<file path="src/shared/port_io_pkg.sv">
/*
  Package for the port block: register offsets, field positions, reset values.
  Assumes a 32-bit APB with one aligned word per register.
*/
package port_io_pkg;
  // ----------------------------------------
  // Register byte offsets
  // ----------------------------------------
  localparam logic [11:0] l_cfg_off = 12'h000;
  localparam logic [11:0] l_data_off = 12'h004;
  localparam logic [11:0] l_pin_off = 12'h008;
  localparam logic [11:0] g_cfg_off = 12'h00C;
  localparam logic [11:0] g_data_off = 12'h010;
  localparam logic [11:0] g_pin_off = 12'h014;
  localparam logic [11:0] c_cfg_off = 12'h018;
  localparam logic [11:0] c_data_off = 12'h01C;
  localparam logic [11:0] c_pin_off = 12'h020;
  localparam logic [11:0] f_cfg_off = 12'h024;
  localparam logic [11:0] f_data_off = 12'h028;
  localparam logic [11:0] f_pin_off = 12'h02C;
  localparam logic [11:0] d_data_off = 12'h030;
  localparam logic [11:0] status_off = 12'h034;
  // ----------------------------------------
  // Port G field positions
  // ----------------------------------------
  localparam int g_external_interrupt_in_bit = 0;
  localparam int g_wd_bit = 1;
  localparam int g_capt_bit = 2;
  localparam int g_tio_bit = 3;
  localparam int g_so_bit = 4;
  localparam int g_sk_bit = 5;
  localparam int g_six_bit = 6;
  localparam int g_seven_bit = 7;
  // ----------------------------------------
  // Reset values and oscillator option codes
  // ----------------------------------------
  localparam logic [7:0] port_reset = 8'h00;
  localparam logic [7:0] d_reset = 8'hFF;
  localparam logic [7:0] g_data_read_mask = 8'h3F;
  localparam logic [1:0] osc_crystal_a = 2'h2;
  localparam logic [1:0] osc_crystal_b = 2'h3;
endpackage

</file>
<file path="src/hw/pin_sync.sv">
/*
  Three-flop synchroniser for a bus of pins; output changes once the
  second and third stages agree.
  Assumes a single clock and an asynchronous active-low reset.
*/
`timescale 1ns/1ps
module pin_sync #(
  parameter int width = 8
) (
  // Clock and reset
  input  wire logic             pclk,
  input  wire logic             presetn,
  // Pins and synchronised levels
  input  wire logic [width-1:0] async_in,
  output logic      [width-1:0] sync_out
);
  logic [width-1:0] s1_reg;
  logic [width-1:0] s2_reg;
  logic [width-1:0] s3_reg;

  always_ff @(posedge pclk or negedge presetn) begin
    if (!presetn) begin
      s1_reg <= '0;
      s2_reg <= '0;
      s3_reg <= '0;
    end else begin
      s1_reg <= async_in;
      s2_reg <= s1_reg;
      s3_reg <= s2_reg;
    end
  end

  // Per bit: take the new level only when the last two stages agree
  genvar i;
  generate
    for (i = 0; i < width; i++) begin : g_bit
      always_ff @(posedge pclk or negedge presetn) begin
        if (!presetn) begin
          sync_out[i] <= 1'b0;
        end else if (s2_reg[i] == s3_reg[i]) begin
          sync_out[i] <= s3_reg[i];
        end
      end
    end
  endgenerate
endmodule

</file>
<file path="src/hw/port_io_config.sv">
/*
  General-purpose port block: ports L, G, C, F (bidirectional) and D (output
  only), reached over APB; per-bit pin mode decode and port G special bits.
  Assumes pins are resolved by the surroundings from out/oe/pull signals and
  that option straps are static levels on pclk.
*/
// Summary of operation
// - Config and data bits select hi-Z input, pulled-up input, drive low, drive high.
// - Ports L, G, C and F have configuration, output data and read-only pin locations; port D has data only.
// - All eight port L pins feed the wake-up detector as well as plain I/O.
// - Port G bit six is always a hi-Z input.
// - With watchdog option, G bit one is watchdog output with pull-up.
// - G bit seven drives oscillator clock for crystal, else wake input on rise.
// - Port G data bits six and seven read back as zero.
// - Writing one to G data bit seven requests HALT.
// - Writing one to G data bit six requests IDLE.
// - G configuration bit six selects the alternate serial shift clock phase.
// - G configuration bit seven enables start-up delay after HALT.
// - G bits zero and two to five are ordinary configurable pins.
// - G bits carry serial, timer and interrupt alternate functions.
// - Port D is output only and forced high during reset.
`timescale 1ns/1ps
module port_io_config #(
  parameter int width = 8
) (
  // Clock and reset
  input  wire logic             pclk,
  input  wire logic             presetn,
  // APB slave
  input  wire logic             psel,
  input  wire logic             penable,
  input  wire logic             pwrite,
  input  wire logic [11:0]      paddr,
  input  wire logic [31:0]      pwdata,
  input  wire logic [3:0]       pstrb,
  output logic      [31:0]      prdata,
  output logic                  pready,
  output logic                  pslverr,
  // Option straps
  input  wire logic             watchdog_option,
  input  wire logic [1:0]       clock_option,
  // Port L pins
  input  wire logic [width-1:0] port_l_in,
  output logic      [width-1:0] port_l_out,
  output logic      [width-1:0] port_l_oe,
  output logic      [width-1:0] port_l_pullup,
  output logic                  wakeup_event,
  // Port G pins
  input  wire logic [width-1:0] port_g_in,
  output logic      [width-1:0] port_g_out,
  output logic      [width-1:0] port_g_oe,
  output logic      [width-1:0] port_g_pullup,
  // Port C and F pins
  input  wire logic [width-1:0] port_c_in,
  output logic      [width-1:0] port_c_out,
  output logic      [width-1:0] port_c_oe,
  output logic      [width-1:0] port_c_pullup,
  input  wire logic [width-1:0] port_f_in,
  output logic      [width-1:0] port_f_out,
  output logic      [width-1:0] port_f_oe,
  output logic      [width-1:0] port_f_pullup,
  // Port D pins
  output logic      [width-1:0] port_d_out,
  // Alternate and dedicated functions
  input  wire logic             oscillator_clock_out,
  input  wire logic             watchdog_out_pin,
  input  wire logic             serial_data_out,
  output logic                  serial_data_in,
  output logic                  serial_shift_clock,
  output logic                  timer_io_pin,
  output logic                  timer_capture_pin,
  output logic                  external_interrupt_in,
  output logic                  serial_alt_phase,
  output logic                  halt_startup_delay_enable,
  output logic                  halt_request,
  output logic                  idle_request,
  output logic                  halt_wake
);
  // ----------------------------------------
  // Registers
  // ----------------------------------------
  logic [width-1:0] port_l_configuration_reg;
  logic [width-1:0] port_l_output_data_reg;
  logic [width-1:0] port_g_configuration_reg;
  logic [width-1:0] port_g_output_data_reg;
  logic [width-1:0] port_c_configuration_reg;
  logic [width-1:0] port_c_output_data_reg;
  logic [width-1:0] port_f_configuration_reg;
  logic [width-1:0] port_f_output_data_reg;
  logic [width-1:0] port_d_data_reg;
  logic             g7_prev_reg;
  logic [width-1:0] l_prev_reg;
  logic [width-1:0] l_sync;
  logic [width-1:0] g_sync;
  logic [width-1:0] c_sync;
  logic [width-1:0] f_sync;
  logic             wr_en;
  logic             rd_en;
  logic             crystal_sel;
  logic [31:0]      rdata_next;
  logic             err_next;

  assign wr_en = psel && penable && pwrite && (pstrb[0] == 1'b1);
  assign rd_en = psel && penable && !pwrite;
  assign pready = 1'b1;
  assign crystal_sel = (clock_option == port_io_pkg::osc_crystal_a) ||
                       (clock_option == port_io_pkg::osc_crystal_b);

  // ----------------------------------------
  // Pin synchronisers
  // ----------------------------------------
  pin_sync #(.width(width)) u_sync_l (.pclk(pclk), .presetn(presetn),
    .async_in(port_l_in), .sync_out(l_sync));
  pin_sync #(.width(width)) u_sync_g (.pclk(pclk), .presetn(presetn),
    .async_in(port_g_in), .sync_out(g_sync));
  pin_sync #(.width(width)) u_sync_c (.pclk(pclk), .presetn(presetn),
    .async_in(port_c_in), .sync_out(c_sync));
  pin_sync #(.width(width)) u_sync_f (.pclk(pclk), .presetn(presetn),
    .async_in(port_f_in), .sync_out(f_sync));

  // ----------------------------------------
  // Register writes
  // ----------------------------------------
  always_ff @(posedge pclk or negedge presetn) begin
    if (!presetn) begin
      port_l_configuration_reg <= port_io_pkg::port_reset;
      port_l_output_data_reg   <= port_io_pkg::port_reset;
      port_c_configuration_reg <= port_io_pkg::port_reset;
      port_c_output_data_reg   <= port_io_pkg::port_reset;
      port_f_configuration_reg <= port_io_pkg::port_reset;
      port_f_output_data_reg   <= port_io_pkg::port_reset;
      port_g_configuration_reg <= port_io_pkg::port_reset;
      port_g_output_data_reg   <= port_io_pkg::port_reset;
    end else if (wr_en) begin
      if (paddr == port_io_pkg::l_cfg_off) begin
        port_l_configuration_reg <= pwdata[width-1:0];
      end else if (paddr == port_io_pkg::l_data_off) begin
        port_l_output_data_reg <= pwdata[width-1:0];
      end else if (paddr == port_io_pkg::c_cfg_off) begin
        port_c_configuration_reg <= pwdata[width-1:0];
      end else if (paddr == port_io_pkg::c_data_off) begin
        port_c_output_data_reg <= pwdata[width-1:0];
      end else if (paddr == port_io_pkg::f_cfg_off) begin
        port_f_configuration_reg <= pwdata[width-1:0];
      end else if (paddr == port_io_pkg::f_data_off) begin
        port_f_output_data_reg <= pwdata[width-1:0];
      end else if (paddr == port_io_pkg::g_cfg_off) begin
        port_g_configuration_reg <= pwdata[width-1:0];
      end else if (paddr == port_io_pkg::g_data_off) begin
        port_g_output_data_reg <= pwdata[width-1:0];
      end
    end
  end

  // Port D presets high with reset held low
  always_ff @(posedge pclk or negedge presetn) begin
    if (!presetn) begin
      port_d_data_reg <= port_io_pkg::d_reset;
    end else if (wr_en && paddr == port_io_pkg::d_data_off) begin
      port_d_data_reg <= pwdata[width-1:0];
    end
  end

  // HALT and IDLE requests are one-cycle pulses on a write of one
  always_ff @(posedge pclk or negedge presetn) begin
    if (!presetn) begin
      halt_request <= 1'b0;
      idle_request <= 1'b0;
    end else begin
      halt_request <= wr_en && (paddr == port_io_pkg::g_data_off) &&
                      pwdata[port_io_pkg::g_seven_bit];
      idle_request <= wr_en && (paddr == port_io_pkg::g_data_off) &&
                      pwdata[port_io_pkg::g_six_bit];
    end
  end

  // ----------------------------------------
  // Wake detection
  // ----------------------------------------
  always_ff @(posedge pclk or negedge presetn) begin
    if (!presetn) begin
      g7_prev_reg  <= 1'b0;
      l_prev_reg   <= '0;
      halt_wake    <= 1'b0;
      wakeup_event <= 1'b0;
    end else begin
      g7_prev_reg  <= g_sync[port_io_pkg::g_seven_bit];
      l_prev_reg   <= l_sync;
      halt_wake    <= !crystal_sel && !g7_prev_reg &&
                      g_sync[port_io_pkg::g_seven_bit];
      wakeup_event <= |(l_sync ^ l_prev_reg);
    end
  end

  // ----------------------------------------
  // Read path
  // ----------------------------------------
  always_comb begin
    rdata_next = 32'h0000_0000;
    err_next   = 1'b0;
    if (paddr == port_io_pkg::l_cfg_off) begin
      rdata_next[width-1:0] = port_l_configuration_reg;
    end else if (paddr == port_io_pkg::l_data_off) begin
      rdata_next[width-1:0] = port_l_output_data_reg;
    end else if (paddr == port_io_pkg::l_pin_off) begin
      rdata_next[width-1:0] = l_sync;
    end else if (paddr == port_io_pkg::g_cfg_off) begin
      rdata_next[width-1:0] = port_g_configuration_reg;
    end else if (paddr == port_io_pkg::g_data_off) begin
      rdata_next[width-1:0] = port_g_output_data_reg &
                              port_io_pkg::g_data_read_mask;
    end else if (paddr == port_io_pkg::g_pin_off) begin
      rdata_next[width-1:0] = g_sync;
    end else if (paddr == port_io_pkg::c_cfg_off) begin
      rdata_next[width-1:0] = port_c_configuration_reg;
    end else if (paddr == port_io_pkg::c_data_off) begin
      rdata_next[width-1:0] = port_c_output_data_reg;
    end else if (paddr == port_io_pkg::c_pin_off) begin
      rdata_next[width-1:0] = c_sync;
    end else if (paddr == port_io_pkg::f_cfg_off) begin
      rdata_next[width-1:0] = port_f_configuration_reg;
    end else if (paddr == port_io_pkg::f_data_off) begin
      rdata_next[width-1:0] = port_f_output_data_reg;
    end else if (paddr == port_io_pkg::f_pin_off) begin
      rdata_next[width-1:0] = f_sync;
    end else if (paddr == port_io_pkg::d_data_off) begin
      rdata_next[width-1:0] = port_d_data_reg;
    end else if (paddr == port_io_pkg::status_off) begin
      rdata_next[0] = crystal_sel;
      rdata_next[1] = watchdog_option;
    end else begin
      err_next = 1'b1;
    end
  end

  // Zero-wait answer: read data is combinational in the access cycle
  assign prdata  = rd_en ? rdata_next : 32'h0000_0000;
  assign pslverr = psel && penable && err_next;

  // ----------------------------------------
  // Pin mode decode
  // ----------------------------------------
  // Unbonded bits are left to software to set as outputs; nothing here checks it.
  genvar i;
  generate
    for (i = 0; i < width; i++) begin : g_mode
      always_comb begin
        port_l_oe[i]     = port_l_configuration_reg[i];
        port_l_out[i]    = port_l_output_data_reg[i];
        port_l_pullup[i] = !port_l_configuration_reg[i] && port_l_output_data_reg[i];
        port_c_oe[i]     = port_c_configuration_reg[i];
        port_c_out[i]    = port_c_output_data_reg[i];
        port_c_pullup[i] = !port_c_configuration_reg[i] && port_c_output_data_reg[i];
        port_f_oe[i]     = port_f_configuration_reg[i];
        port_f_out[i]    = port_f_output_data_reg[i];
        port_f_pullup[i] = !port_f_configuration_reg[i] && port_f_output_data_reg[i];
      end
    end
  endgenerate

  // Port G: bits 0 and 2..5 are plain pins, 1, 6, 7 special
  always_comb begin
    port_g_oe     = port_g_configuration_reg;
    port_g_out    = port_g_output_data_reg;
    port_g_pullup = ~port_g_configuration_reg & port_g_output_data_reg;
    // Serial data out drives bit 4 when that pin is an output
    port_g_out[port_io_pkg::g_so_bit] = port_g_output_data_reg[port_io_pkg::g_so_bit] |
                                        serial_data_out;
    if (watchdog_option) begin
      port_g_oe[port_io_pkg::g_wd_bit]     = !watchdog_out_pin;
      port_g_out[port_io_pkg::g_wd_bit]    = 1'b0;
      port_g_pullup[port_io_pkg::g_wd_bit] = 1'b1;
    end
    port_g_oe[port_io_pkg::g_six_bit]     = 1'b0;
    port_g_out[port_io_pkg::g_six_bit]    = 1'b0;
    port_g_pullup[port_io_pkg::g_six_bit] = 1'b0;
    port_g_oe[port_io_pkg::g_seven_bit]     = crystal_sel;
    port_g_out[port_io_pkg::g_seven_bit]    = crystal_sel && oscillator_clock_out;
    port_g_pullup[port_io_pkg::g_seven_bit] = 1'b0;
  end

  // ----------------------------------------
  // Alternate functions
  // ----------------------------------------
  assign serial_data_in        = g_sync[port_io_pkg::g_six_bit];
  assign serial_shift_clock    = g_sync[port_io_pkg::g_sk_bit];
  assign timer_io_pin          = g_sync[port_io_pkg::g_tio_bit];
  assign timer_capture_pin     = g_sync[port_io_pkg::g_capt_bit];
  assign external_interrupt_in = g_sync[port_io_pkg::g_external_interrupt_in_bit];
  assign serial_alt_phase          = port_g_configuration_reg[port_io_pkg::g_six_bit];
  assign halt_startup_delay_enable = port_g_configuration_reg[port_io_pkg::g_seven_bit];
  assign port_d_out = port_d_data_reg;
endmodule

</file>
<file path="config.mk">
export PLATFORM = sky130hd
export DESIGN_NAME = port_io_config
export DESIGN_NICKNAME = d
export VERILOG_FILES = /design/src/shared/port_io_pkg.sv /design/src/hw/pin_sync.sv /design/src/hw/port_io_config.sv
export SDC_FILE = /design/constraint.sdc
export NUM_CORES = 1
export LEC_CHECK = 0
export BUFFER_PORTS_ARGS = -buffer_cell sky130_fd_sc_hd__buf_2
export CAP_MARGIN = 10
export CORE_MARGIN = 2
export CORE_UTILIZATION = 47
export DETAILED_ROUTE_END_ITERATION = 10
export PLACE_DENSITY = 0.76
export SETUP_SLACK_MARGIN = 0.4
export SYNTH_ARGS = -nofsm -noshare
export SYNTH_HDL_FRONTEND = slang
export SYNTH_SLANG_ARGS = --single-unit
</file>
<file path="constraint.sdc">
create_clock -name pclk -period 1.65 [get_ports pclk]
set_input_delay 0.0825 -clock pclk [delete_from_list [all_inputs] [get_ports pclk]]
set_output_delay 0.0825 -clock pclk [all_outputs]
set_load 0.01 [all_outputs]
</file>
Word-level counts from Yosys, hierarchy flattened --
Cells that the tools add are included.
Cells by class: reductions and logical operators 75, equality and inequality tests 47, mux-type cells 33, bitwise operators 11
Operators by type and width (count):
- 8-bit two-way mux | 13
- 12-bit by 6-bit == test with 1-bit output (second input constant) | 6
- 12-bit by 5-bit == test with 1-bit output (second input constant) | 4
- 1-bit logical AND | 36
- 1-bit == test | 32
- 1-bit logical NOT | 28
- 12-bit by 4-bit == test with 1-bit output (second input constant) | 2
- 1-bit two-way mux | 17
- 12-bit by 3-bit == test with 1-bit output (second input constant) | 1
- 12-bit logical NOT | 1
- 9-bit AND reduction | 1
- 8-bit AND reduction | 1
- 8-bit OR reduction | 1
- 8-bit bitwise XOR | 1
- 1-bit NOT | 7
- 7-bit AND reduction | 1
- 6-bit AND | 1
- 6-bit two-way mux | 1
- 6-bit NOT | 1
- 6-bit AND reduction | 1
- 5-bit AND reduction | 1
- 2-bit == test (second input constant) | 2
- 2-bit two-way mux | 2
- 4-bit AND reduction | 1
- other kinds (4) | 4
Word-level totals: register bits 211, bits of input ports 91, output and inout port bits 149, word-level logic and storage cells 225

Logic depth before layout (Yosys ltp) --
depth after elaboration 17, gate-level depth with buffers 8, depth with buffers taken out 6

By module --
Synthesis repeated with hierarchy kept, for this count alone.
Second synthesis, totals: cells, all modules 690, area, all modules 8817.2 um^2
By module, submodules not included:
- port_io_config | times used 1, area each 5253.8 um^2, cells each 530, sequential area each 2087.0 um^2
- pin_sync | times used 4, area each 890.9 um^2, cells each 40, sequential area each 800.8 um^2

Worst setup path after synthesis --
Ideal clock, no wire load.
path type input to output, from input port paddr[4], to output port prdata[5], path slack -229 ps, stages 8, data arrival time 1797 ps, buffers on the path 2, required time 1567 ps, path through buf_6 -> or4b_4 -> buf_6 -> nor3_2 -> nor2_1 -> a2111oi_4 -> o221ai_2 -> a221oi_2
Between the ends: longest elaborated chain between the ends 15, elaborated cells between the ends (all ways) 27, classes of those cells eq/ne (12); mux (14); reduce/logical (1)
RTL lines:
- from (decl) | RTL line port_io_config.sv:33 | input wire logic [11:0] paddr,
- 12-bit by 6-bit == test with 1-bit output | RTL line port_io_config.sv:226 | end else if (paddr == port_io_pkg::d_data_off) begin
- 6-bit two-way mux | RTL line port_io_config.sv:226
- 8-bit two-way mux | RTL line port_io_config.sv:224 | end else if (paddr == port_io_pkg::f_pin_off) begin
- 8-bit two-way mux | RTL line port_io_config.sv:222 | end else if (paddr == port_io_pkg::f_data_off) begin
- 8-bit two-way mux | RTL line port_io_config.sv:220 | end else if (paddr == port_io_pkg::f_cfg_off) begin
- 8-bit two-way mux | RTL line port_io_config.sv:218 | end else if (paddr == port_io_pkg::c_pin_off) begin
- 8-bit two-way mux | RTL line port_io_config.sv:216 | end else if (paddr == port_io_pkg::c_data_off) begin
- 8-bit two-way mux | RTL line port_io_config.sv:214 | end else if (paddr == port_io_pkg::c_cfg_off) begin
- 8-bit two-way mux | RTL line port_io_config.sv:212 | end else if (paddr == port_io_pkg::g_pin_off) begin
- 8-bit two-way mux | RTL line port_io_config.sv:209 | end else if (paddr == port_io_pkg::g_data_off) begin
- 8-bit two-way mux | RTL line port_io_config.sv:207 | end else if (paddr == port_io_pkg::g_cfg_off) begin
- 8-bit two-way mux | RTL line port_io_config.sv:205 | end else if (paddr == port_io_pkg::l_pin_off) begin
- 8-bit two-way mux | RTL line port_io_config.sv:203 | end else if (paddr == port_io_pkg::l_data_off) begin
- 8-bit two-way mux * | RTL line port_io_config.sv:201 | if (paddr == port_io_pkg::l_cfg_off) begin
- 8-bit two-way mux * | RTL line port_io_config.sv:237 | assign prdata = rd_en ? rdata_next : 32'h0000_0000;
- to (decl) | RTL line port_io_config.sv:36 | output logic [31:0] prdata,
Every way passes the cells marked *; elsewhere a longest branch is shown, timed or not.

Final worst setup path --
from register u_sync_f.sync_out[6], to output port prdata[6]
Between the ends: longest elaborated chain between the ends 13
RTL lines:
- from (decl) | RTL line pin_sync.sv:15 | output logic [width-1:0] sync_out
- from (signal, indexed assignment) | RTL line pin_sync.sv:41 | sync_out[i] <= s3_reg[i];
- 8-bit two-way mux | RTL line port_io_config.sv:224
- 8-bit two-way mux | RTL line port_io_config.sv:222
- 8-bit two-way mux | RTL line port_io_config.sv:220
- 8-bit two-way mux | RTL line port_io_config.sv:218
- 8-bit two-way mux | RTL line port_io_config.sv:216
- 8-bit two-way mux | RTL line port_io_config.sv:214
- 8-bit two-way mux | RTL line port_io_config.sv:212
- 8-bit two-way mux | RTL line port_io_config.sv:209
- 8-bit two-way mux | RTL line port_io_config.sv:207
- 8-bit two-way mux | RTL line port_io_config.sv:205
- 8-bit two-way mux | RTL line port_io_config.sv:203
- 8-bit two-way mux | RTL line port_io_config.sv:201
- 8-bit two-way mux | RTL line port_io_config.sv:237
Every way passes these cells.

==> metrics.cfg <==
[synth]
most_frequently_used_flop_master_after_synthesis=sky130_fd_sc_hd__dfrtp_1
synth.yosys.seq_area_share_pct=62.4
synth_async_sr_flop_share_pct=100
synth.distinct_cells=59
synth_edf_count=0
post_synth_main_area_contributors=sky130_fd_sc_hd__dfrtp_1 (60%), sky130_fd_sc_hd__mux2_2 (9.4%), sky130_fd_sc_hd__maj3_1 (3.8%)
synth.largest_area_cell=sky130_fd_sc_hd__dfrtp_1
yosysWarnings=0
synth_seq_cells=211
synthesis.instances=627
syn-cell-area_um2=8480
synth_area_per_cell_um2=13.5
area_share_of_the_largest_cell_type_after_synthesis_pct=59.9

[route]
route.detailed.drc=0
drt-vias-per-instance=5.21
drtPass1Iterations=4
routed_wl_um=24100
detail-route-antenna-nets=0
detail_routed_net_length_per_standard_cell_um=19.8
dr_total_vias=6314
drt_iter0_drc=298

[setup_path]
peak_fanout_along_the_critical_path=2
worstReg2RegStart=u_sync_l.sync_out[1]
crit_type=reg2out
worstReg2RegEnd=wakeup_event
worst-endpoint-arrival_ns=2.30
crit_path_end_kind=output port
critPathCapture=prdata[6]
setup.worst_path.start=u_sync_f.sync_out[6]
reg2reg_setup_slack_ns=0.33
critPathRequiredTime_ns=1.57
kind_of_start_point_of_the_critical_path=flop
worstRegToRegCells=4

[floorplanning]
fp.dieArea_um2=19100
initial_utilization_pct=47.5
placeableCoreArea_um2=17800
die-height_um=138
die_width_um=138
floorplan.io_pins=240
row_count=49

[pwr]
clk_network_pwr_share_pct=42.0
report.power.total_mw=11.2
power_switching_mw=2.65
pwr_density_cell_nw_per_um2=888
max-vdd-ir-drop_mv=1.16
leakage_nw=6.05
power.share.switching_pct=23.6
p_seq_share_pct=49.3
p_int_mw=8.58
comb_power_share_pct=8.7

[sta]
layout_min_cycle_time_ns=2.38
slew_violations=0
holdWs_ns=0.0366
worst_clock_skew_ns=0.00854
setup_violations=8
final.setup.worst_slack_ns=-0.732
final_hold_viol_count=0
fin_crit_sh_pct=144
achievable-frequency_mhz=420
unrepaired_setup_endpoints_after_global_routing=yes

[final_layout]
layout_area_overhead_pct=49.1
final_cell_area_um2=12600
layout-drive-gt1-share_pct=52.3
fin_util_pct=70.9
final_common_cell=sky130_fd_sc_hd__dfrtp_1
n_antenna_cell=0
layout.cells.most_common_list=sky130_fd_sc_hd__dfrtp_1 (198), sky130_fd_sc_hd__buf_2 (141), sky130_fd_sc_hd__buf_6 (89), sky130_fd_sc_hd__buf_4 (73), sky130_fd_sc_hd__mux2_4 (70)
nets=1059

[clock_network]
clk_transition_reported_paths_ns=0.06
clock_tree.root_cell=sky130_fd_sc_hd__clkbuf_16
clock_latency_on_the_worst_skew_pair_ns=0.50
sink_count_of_the_clock_tree=211
max-clock-path-buffers=3
cts_tree=done
cts-buffers-inserted=21
htree_levels=1

[placement]
place_congestion=0.936
placement_cell_area_um2=10600
detailedPlacementHpwl_um=16200
io_buffer_count=182

[global_routing]
grt_start_max_net_pins=57
initial_antenna_violation_count=0
grt_pass1_vias=6320
global_route.overflow_total=0
grt_util_all_layers_pct=24.1
grt_first_pass_wirelength_um=36400

[min_path]
hp-class=in2reg

[job]
maxCapViolations=0

[status]
failed_checks=negative setup slack
run_status=finished with violations

critical path, cell delays in order (launching register included):
cell and delay [ns]:
sky130_fd_sc_hd__dfrtp_1 0.38, sky130_fd_sc_hd__mux4_2 0.51, sky130_fd_sc_hd__a221oi_2 0.28, sky130_fd_sc_hd__a21oi_1 0.06
sky130_fd_sc_hd__a311oi_1 0.20, sky130_fd_sc_hd__buf_4 0.17, sky130_fd_sc_hd__o21ai_2 0.06, sky130_fd_sc_hd__buf_2 0.14
worst min-delay path by stage:
stage          slack (ns)  startpoint  depth (start not counted)                  to
2_1_floorplan       -0.21     presetn                          0         g7_prev_reg
3_3_place_gp         0.04     presetn                          1  u_sync_l.s3_reg[3]
3_5_place_dp         0.04     presetn                          1  u_sync_l.s3_reg[3]
4_1_cts            0.0007   pwdata[6]                          2        idle_request
5_1_grt              0.03   pwdata[6]                          2        idle_request
6_report             0.04   pwdata[6]                          2        idle_request
synthesized netlist by cell type, drive strengths merged, types with 8 or more instances:
master / number
nor3: 16
buf: 52
maj3: 32
nor2: 27
mux2: 71
a21oi: 21
o21ai: 24
nand2: 27
dfrtp: 203
dfstp: 8
nor2b: 33
clkbuf: 8
mux2i: 10
xor2: 8
layout make-up:
cell class,instances,area (µm²)
flip-flops and latches,211,5300
fillers,1185,5190
multi-input cells,376,3520
repair buffers,351,2830
clock buffers,29,606
well taps,229,287
clock inverters,9,87.6
inverters,7,27.5
per-layer routing:
metal	vias to the layer above	wire length [µm]	track usage [%]
met5	-	0	0
met4	0	561	5.10
met3	44	1490	4.12
met2	269	11700	40.3
met1	3183	10300	33.6
li1	2818	-	-
metrics by stage:
| step | setup WS (ns) | TNS (ns) | cells |
|---|---|---|---|
| after detailed placement | -0.463 | -16.56 | 1117 |
| after CTS | -0.750 | -3.93 | 1204 |
| after floorplan | -0.0722 | -1.85 | 654 |
| final | -0.732 | -3.99 | 1212 |
| after global placement | -0.437 | -15.89 | 1117 |
| after global routing | -0.842 | -4.66 | 1212 |
cells by family after synthesis:
family	synth area share [%]
xor gates and xnor gates	0.826
adders and majority gates	3.78
DFF	62.4
muxes	11.7
buffers and inverters	4.96
AOI/OAI and AO/OA	7.04
other	0.0885
and+or+nand+nor	9.28
power groups by stage:
stage,clock network (mW),logic (mW),registers (mW)
detailed placement,0,0.788,5.63
global route,5.01,1.05,5.57
global placement,0,0.771,5.62
finish,4.72,0.974,5.54
floorplan,0,0.393,5.59
CTS,4.79,0.923,5.54
repair_timing:
item                                    CTS  global route
pin swaps                                32            17
endpoints found under the hold margin   246             0
hold buffers                             37             0
gates resized for setup                 118            70
endpoints found under the setup margin  129           133
buffers inserted                         12             8
No activity file was read; power rests on OpenSTA's default activity.
